<file path="config.mk">
export PLATFORM = sky130hd
export DESIGN_NAME = ccl_loader_flat
export DESIGN_NICKNAME = d
export VERILOG_FILES = /design/src/ccl_pkg.sv /design/src/ccl_link_if.sv /design/src/ccl_loader.sv /design/src/flat_wrapper.sv
export SDC_FILE = /design/constraint.sdc
export NUM_CORES = 1
export LEC_CHECK = 0
export BUFFER_PORTS_ARGS = -buffer_cell sky130_fd_sc_hd__buf_4
export CELL_PAD_IN_SITES_DETAIL_PLACEMENT = 0
export CELL_PAD_IN_SITES_GLOBAL_PLACEMENT = 1
export CORE_ASPECT_RATIO = 1.25
export CORE_MARGIN = 4
export CORE_UTILIZATION = 45
export CTS_BUF_LIST = sky130_fd_sc_hd__clkbuf_4
export DETAILED_ROUTE_END_ITERATION = 8
export PLACE_DENSITY_LB_ADDON = 0.1
export SLEW_MARGIN = 30
export SYNTH_ARGS = -nofsm -noshare
export SYNTH_HDL_FRONTEND = slang
export SYNTH_SLANG_ARGS = --single-unit
export TNS_END_PERCENT = 5
</file>
<file path="constraint.sdc">
create_clock -name clk_i -period 3.6 [get_ports clk_i]
set_input_delay 0.18 -clock clk_i [delete_from_list [all_inputs] [get_ports clk_i]]
set_output_delay 0.18 -clock clk_i [all_outputs]
set_load 0.005 [all_outputs]
</file>
<file path="src/ccl_pkg.sv">
// Purpose: Shared constants for the clock conditioner configuration loader.
// Assumes: One 125 MHz clock; the serial link runs on one-cycle enable pulses.
// Notes: Both ends read these constants; the link checker does not import them and hard-codes its frame lengths.
// Operation
// - Loader shifts all 89 configuration bits serially; with CTRL_FULL_BIT clear the loader shifts only 81.
// - After shifting, drop shift, then raise update.
// - Update low whenever shift enable is high.
// - Update returns low until next update wanted.
// - Bits 71-73 and 77-80 change nothing.
// - Bits 88:87 select output mux inputs.
// - Bits 86,85,84 enable half divide C,B,A.
// - Bits 81-88 only in mixed-signal variant.
// - External feedback replaces internal feedback at detector.
// - External feedback comes only from dedicated input.
// - Core-logic loader supplies data, shift and update.
package ccl_pkg;
  localparam int CFG_BASE_BITS = 81;
  localparam int CFG_FULL_BITS = 89;
  localparam int MUX_SEL_HI = 88;
  localparam int MUX_SEL_LO = 87;
  localparam int HALF_C_BIT = 86;
  localparam int HALF_B_BIT = 85;
  localparam int HALF_A_BIT = 84;
  // The external-feedback select sits between the two don't-care ranges so it stays live.
  localparam int EXT_FB_BIT = 76;
  localparam logic [88:0] CFG_RESET = 89'h0;
  localparam logic [88:0] DONT_CARE_MASK = {8'h00, 4'hF, 3'h0, 3'h7, 71'h0};
  localparam int SHIFT_DIV = 4;
  localparam logic [3:0] REG_CTRL = 4'h0;
  localparam logic [3:0] REG_STATUS = 4'h4;
  localparam logic [3:0] REG_DATA0 = 4'h8;
  localparam logic [3:0] REG_DATA1 = 4'hC;
  localparam logic [31:0] CTRL_START_BIT = 32'h0000_0001;
  localparam logic [31:0] CTRL_FULL_BIT = 32'h0000_0002;
  localparam int DATA_WORD_BITS = 32;
endpackage : ccl_pkg

</file>
<file path="src/ccl_link_if.sv">
// Purpose: Serial configuration link between loader and conditioner.
// Assumes: Both ends share clk_i.
// Notes: Signals are plain levels sampled at link enable.
`timescale 1ns/100ps
interface ccl_link_if;
  logic config_serial_in;
  logic config_shift_enable;
  logic config_update_strobe;
  logic link_tick;
  modport loader (output config_serial_in, output config_shift_enable,
    output config_update_strobe, output link_tick);
  modport device (input config_serial_in, input config_shift_enable,
    input config_update_strobe, input link_tick);
endinterface : ccl_link_if

</file>
<file path="src/ccl_loader.sv">
// Purpose: Core-logic loader acting as a small TAP for the configuration register.
// Assumes: Avalon-MM master writes a word image then starts a load.
// Notes: Shifts LSB first, one bit per link tick, then one update tick.
//
// Chosen here: register access over Avalon-MM and the register addresses.
`timescale 1ns/100ps
module ccl_loader
  import ccl_pkg::*;
(
  // Clock and reset.
  input wire logic clk_i,
  input wire logic reset_i,
  // Avalon-MM slave.
  input wire logic [3:0] avs_address_i,
  input wire logic avs_read_i,
  input wire logic avs_write_i,
  input wire logic [31:0] avs_writedata_i,
  output logic [31:0] avs_readdata_o,
  output logic avs_waitrequest_o,
  // Serial link.
  ccl_link_if.loader link
);
  typedef enum logic [2:0] {ST_IDLE, ST_ARM, ST_SHIFT, ST_GAP, ST_UPDATE} ccl_state_e;
  ccl_state_e st_r;
  ccl_state_e st_nxt;
  logic [88:0] img_r;
  logic [88:0] img_nxt;
  logic [6:0] cnt_r;
  logic [6:0] cnt_nxt;
  logic full_r;
  logic full_nxt;
  logic [3:0] div_r;
  logic [3:0] div_nxt;
  logic [31:0] rd_r;
  logic [31:0] rd_nxt;
  logic ack_r;
  logic ack_nxt;
  logic tick;
  logic take;
  logic land;
  logic [6:0] total;

  // The divider makes the one-cycle tick at which both ends of the link move.
  assign tick = (div_r == 4'(SHIFT_DIV - 1));

  always_comb begin
    div_nxt = div_r + 4'h1;
    if (tick) begin
      div_nxt = 4'h0;
    end
  end

  always_ff @(posedge clk_i) begin
    if (reset_i) begin
      div_r <= 4'h0;
    end else begin
      div_r <= div_nxt;
    end
  end

  // A request is taken while no answer is pending; the answer stands for one cycle.
  assign take = (avs_read_i || avs_write_i) && !ack_r;
  // A write lands only at the edge where the master sees waitrequest low.
  assign land = avs_write_i && ack_r;

  always_comb begin
    ack_nxt = 1'b0;
    rd_nxt = 32'h0;
    if (take) begin
      ack_nxt = 1'b1;
      unique case (avs_address_i)
        REG_CTRL: begin
          rd_nxt = full_r ? CTRL_FULL_BIT : 32'h0;
        end
        REG_STATUS: begin
          rd_nxt = {31'h0, st_r != ST_IDLE};
        end
        REG_DATA0: begin
          rd_nxt = img_r[31:0];
        end
        REG_DATA1: begin
          rd_nxt = img_r[63:32];
        end
        default: begin
          rd_nxt = 32'h0;
        end
      endcase
    end
  end

  always_ff @(posedge clk_i) begin
    if (reset_i) begin
      rd_r <= 32'h0;
      ack_r <= 1'b0;
    end else begin
      rd_r <= rd_nxt;
      ack_r <= ack_nxt;
    end
  end

  assign total = full_r ? 7'(CFG_FULL_BITS) : 7'(CFG_BASE_BITS);

  always_comb begin
    st_nxt = st_r;
    img_nxt = img_r;
    cnt_nxt = cnt_r;
    full_nxt = full_r;
    // Writes are ignored while a load runs so the frame on the link stays coherent.
    if (land && st_r == ST_IDLE) begin
      unique case (avs_address_i)
        REG_CTRL: begin
          full_nxt = |(avs_writedata_i & CTRL_FULL_BIT);
          // The frame waits for the next tick, so the link never moves between ticks.
          if (|(avs_writedata_i & CTRL_START_BIT)) begin
            st_nxt = ST_ARM;
          end
        end
        REG_STATUS: ;
        REG_DATA0: begin
          img_nxt[31:0] = avs_writedata_i;
        end
        REG_DATA1: begin
          img_nxt[63:32] = avs_writedata_i;
        end
        default: begin
          img_nxt[88:64] = avs_writedata_i[24:0];
        end
      endcase
    end
    if (tick) begin
      unique case (st_r)
        ST_IDLE: ;
        ST_ARM: begin
          st_nxt = ST_SHIFT;
          cnt_nxt = 7'h0;
        end
        ST_SHIFT: begin
          img_nxt = {img_r[0], img_r[88:1]};
          cnt_nxt = cnt_r + 7'h1;
          if (cnt_r == total - 7'h1) begin
            st_nxt = ST_GAP;
          end
        end
        ST_GAP: begin
          st_nxt = ST_UPDATE;
        end
        ST_UPDATE: begin
          st_nxt = ST_IDLE;
        end
      endcase
    end
  end

  always_ff @(posedge clk_i) begin
    if (reset_i) begin
      st_r <= ST_IDLE;
      img_r <= CFG_RESET;
      cnt_r <= 7'h0;
      full_r <= 1'b1;
    end else begin
      st_r <= st_nxt;
      img_r <= img_nxt;
      cnt_r <= cnt_nxt;
      full_r <= full_nxt;
    end
  end

  assign avs_readdata_o = rd_r;
  assign avs_waitrequest_o = !ack_r;
  assign link.link_tick = tick;
  // Serial data is held low outside a frame so image writes never show on the link.
  assign link.config_serial_in = (st_r == ST_SHIFT) ? img_r[0] : 1'b0;
  assign link.config_shift_enable = (st_r == ST_SHIFT);
  assign link.config_update_strobe = (st_r == ST_UPDATE);
endmodule : ccl_loader

</file>
<file path="src/flat_wrapper.sv">
// flat-port wrapper written by rule: the top's interface ports become plain ports
module ccl_loader_flat import ccl_pkg::*;
  (clk_i, reset_i, avs_address_i, avs_read_i, avs_write_i, avs_writedata_i, avs_readdata_o, avs_waitrequest_o, link_config_serial_in, link_config_shift_enable, link_config_update_strobe, link_link_tick);
  ccl_link_if link_i ();
  input wire logic clk_i;
  input wire logic reset_i;
  input wire logic [3:0] avs_address_i;
  input wire logic avs_read_i;
  input wire logic avs_write_i;
  input wire logic [31:0] avs_writedata_i;
  output logic [31:0] avs_readdata_o;
  output logic avs_waitrequest_o;
  output wire logic [$bits(link_i.config_serial_in)-1:0] link_config_serial_in;
  output wire logic [$bits(link_i.config_shift_enable)-1:0] link_config_shift_enable;
  output wire logic [$bits(link_i.config_update_strobe)-1:0] link_config_update_strobe;
  output wire logic [$bits(link_i.link_tick)-1:0] link_link_tick;
  assign link_config_serial_in = link_i.config_serial_in;
  assign link_config_shift_enable = link_i.config_shift_enable;
  assign link_config_update_strobe = link_i.config_update_strobe;
  assign link_link_tick = link_i.link_tick;
  ccl_loader u_core (.clk_i(clk_i), .reset_i(reset_i), .avs_address_i(avs_address_i), .avs_read_i(avs_read_i), .avs_write_i(avs_write_i), .avs_writedata_i(avs_writedata_i), .avs_readdata_o(avs_readdata_o), .avs_waitrequest_o(avs_waitrequest_o), .link(link_i));
endmodule
</file>
==> results_dict.tcl <==
set metrics [dict create \
    status "complete, no violations" \
    gr-total-overflow 0 \
    layout_commonest_cell "nand2_1" \
    holdCritPathClass "in2reg" \
    nFillCells 1184 \
    cts.sinks 137 \
    grt_pass1_wl_um 25150 \
    viasPerCell 5.520 \
    multi_input_area_sq_um 2709 \
    netlist_area_sq_um 5767 \
    period_minus_slack_ps 2267 \
    die-height_um 134.6 \
    rrSetupSlack_ps 1330 \
    cp-endpoint "u_core.img_r[63]$_SDFF_PP0_" \
    vias 5343 \
    antenna_found_initial 0 \
    io_buffers 76 \
    worstSetupStartpoint "u_core.div_r[0]$_SDFF_PP0_" \
    cts-buffers-inserted 17 \
    cts_tree "built" \
    r2r-start "u_core.div_r[0]$_SDFF_PP0_" \
    core_sq_um 12600 \
    criticalPathCategory "reg2reg" \
    fin_util_pct 55.84 \
    antenna_cells 0 \
    cp-end-kind "flop" \
    synth_warnings 0 \
    grtUsageTotal_pct 21.22 \
    drtIter0Drc 330 \
    synth_edf_count 0 \
    finalHoldViolCount 0 \
    arrival_ps 2690 \
    start_util_pct 45.75 \
    drive_gt1_share_pct 15.88 \
    die_area_sq_um 14700 \
    seqCellArea_sq_um 2743 \
    root_buffer "clkbuf_4" \
    cp_max_fo 178 \
    syn-num-nets 750 \
    die_w_um 109.3 \
    rows 46 \
    wl_per_cell_um 15.59 \
    finish.net_count 830 \
    r2r-end "u_core.img_r[63]$_SDFF_PP0_" \
    dpl.hpwl_um 8849 \
    ys_ff_latch 137 \
    drt-pass1-iter-count 5 \
    yosysUniqueCellTypes 44 \
    cts.htree.levels 4 \
    leakage_nw 2.655 \
    fin_tns_setup_ps 0 \
    power.total_w 0.002792 \
    skew_ps 22.50 \
    rsz0062_at_grt "false" \
    synth_area_per_cell_sq_um 8.157 \
    tightest_slew_ps 905.1 \
    grt_max_degree 179 \
    critPathRequiredTime_ps 4020 \
    clk_pin_slew_ps 120 \
    gp_congestion 0.7975 \
    power_density_nw_per_um2 396.8 \
    synth-main-ff-cell "dfxtp_1" \
    async_flop_share_pct 0 \
    max_clock_freq_mhz 441.2 \
    finalCritPeriodShare_pct 62.96 \
    grt_pass1_vias 5186 \
    rr_worst_depth 7 \
    seq_area_frac_synth_pct 47.56 \
    ios 77 \
    drt-total-wl_um 15090 \
    ant_nets 0 \
    most-common-layout-cells "185 x nand2_1, 137 x dfxtp_1, 130 x nor2_1" \
    final-setup-viol-count 0 \
    crit_path_start_kind "flop" \
    whs_ps 39.83 \
    area_growth_pct 22.04 \
    slew-limit-headroom_pct 39.14 \
    slew_violations 0 \
    drv_cap 0 \
    ir_drop_uv 164.8 \
    worstSkewPairLatency_ps 520 \
    synthCells 707 \
    clockBufferDepth 2 \
    cts_resized 0 \
    drc 0 \
]
## worst max-delay path: stages, from the launching register on
cell	delay, ps
dfxtp_1	350
ha_1	220
or3b_1	310
clkinv_2	200
nand2_4	120
buf_12	490
nor2_1	100
a311oi_1	290
## worst min path at each step
stage / start / to / slack (ps) / cells past startpoint
detailed placement: reset_i / u_core.ack_r$_SDFF_PP0_ / 380 / 2
global placement: reset_i / u_core.ack_r$_SDFF_PP0_ / 370 / 2
finish: avs_address_i[1] / u_core.st_r[0]$_SDFF_PP0_ / 40 / 4
CTS: avs_address_i[1] / u_core.st_r[0]$_SDFF_PP0_ / 5 / 4
global route: avs_address_i[1] / u_core.st_r[0]$_SDFF_PP0_ / 8 / 4
floorplan: avs_writedata_i[1] / u_core.full_r$_SDFFE_PP1P_ / 300 / 2
## registers in the layout, indices dropped and copies added, names as in the netlist
name / flops
u_core.div_r: 4
u_core.full_r: 1
u_core.img_r: 89
u_core.cnt_r: 7
u_core.avs_readdata_o: 32
u_core.ack_r: 1
u_core.st_r: 3
## per-stage QoR
step	std cells	setup slack (ps)	cell area, sq um
finish	968	1333	7038
global route	968	1100	7038
CTS	967	1342	7019
detailed placement	898	1375	6344
global placement	898	1450	6344
floorplan	707	1816	5767
## cell usage after synthesis (2+ instances only)
cell,number,share of area [%]
dfxtp_1,137,48
nor2_1,130,8.5
a22oi_1,30,3.9
ha_1,3,0.65
nor3_1,4,0.35
clkbuf_1,34,2.2
nand4_1,5,0.54
a21oi_1,5,0.43
buf_2,21,1.8
mux2i_1,3,0.52
nor4_1,2,0.22
xnor2_1,4,0.61
a311oi_1,89,14
o21ai_0,5,0.43
buf_6,4,0.78
buf_4,3,0.39
or3_1,4,0.43
nand3_1,5,0.43
xor2_1,3,0.46
inv_1,5,0.33
nand2_1,185,12
and2_1,2,0.22
and3_1,3,0.33
## per-layer routing
metal / track usage (%) / up-vias / wire (um)
li1: - / 2639 / -
met1: 27.12 / 2543 / 6575
met2: 35.83 / 137 / 7523
met3: 3.730 / 24 / 735
met4: 7.484 / 0 / 251
met5: 0 / - / 0
## power breakdown
part / total (W) / switching [W] / internal [W]
clock network: 0.00108 / 0.000592 / 0.000483
registers: 0.00154 / 0.0000108 / 0.00153
logic: 0.000173 / 0.0000904 / 0.0000824
## timing repair
action / 4_1_cts / 5_1_grt
hold buffers: 37 / 0
hold endpoints to repair: 93 / 0
setup buffers: 0 / 0
## logic make-up after synthesis
kind of cell | after synthesis | share of synthesized area, %
xor gates and xnor gates | 7 | 1.063
muxes | 4 | 0.7160
AOI/OAI and AO/OA | 135 | 19.14
buffers and inverters | 69 | 5.706
adders and majority gates | 3 | 0.6510
and+or+nand+nor | 352 | 25.17
DFF | 137 | 47.56
## area by class of cell
| class | instances | area share (%) |
|---|---|---|
| sequential | 137 | 38.97 |
| multi-input combinational | 501 | 38.49 |
| timing repair buffer | 124 | 14.88 |
| tap | 168 | 2.987 |
| clock inverter | 15 | 2.524 |
| clock buffer | 17 | 1.813 |
| inverter | 6 | 0.3378 |
(Power assumes the default switching activity.)
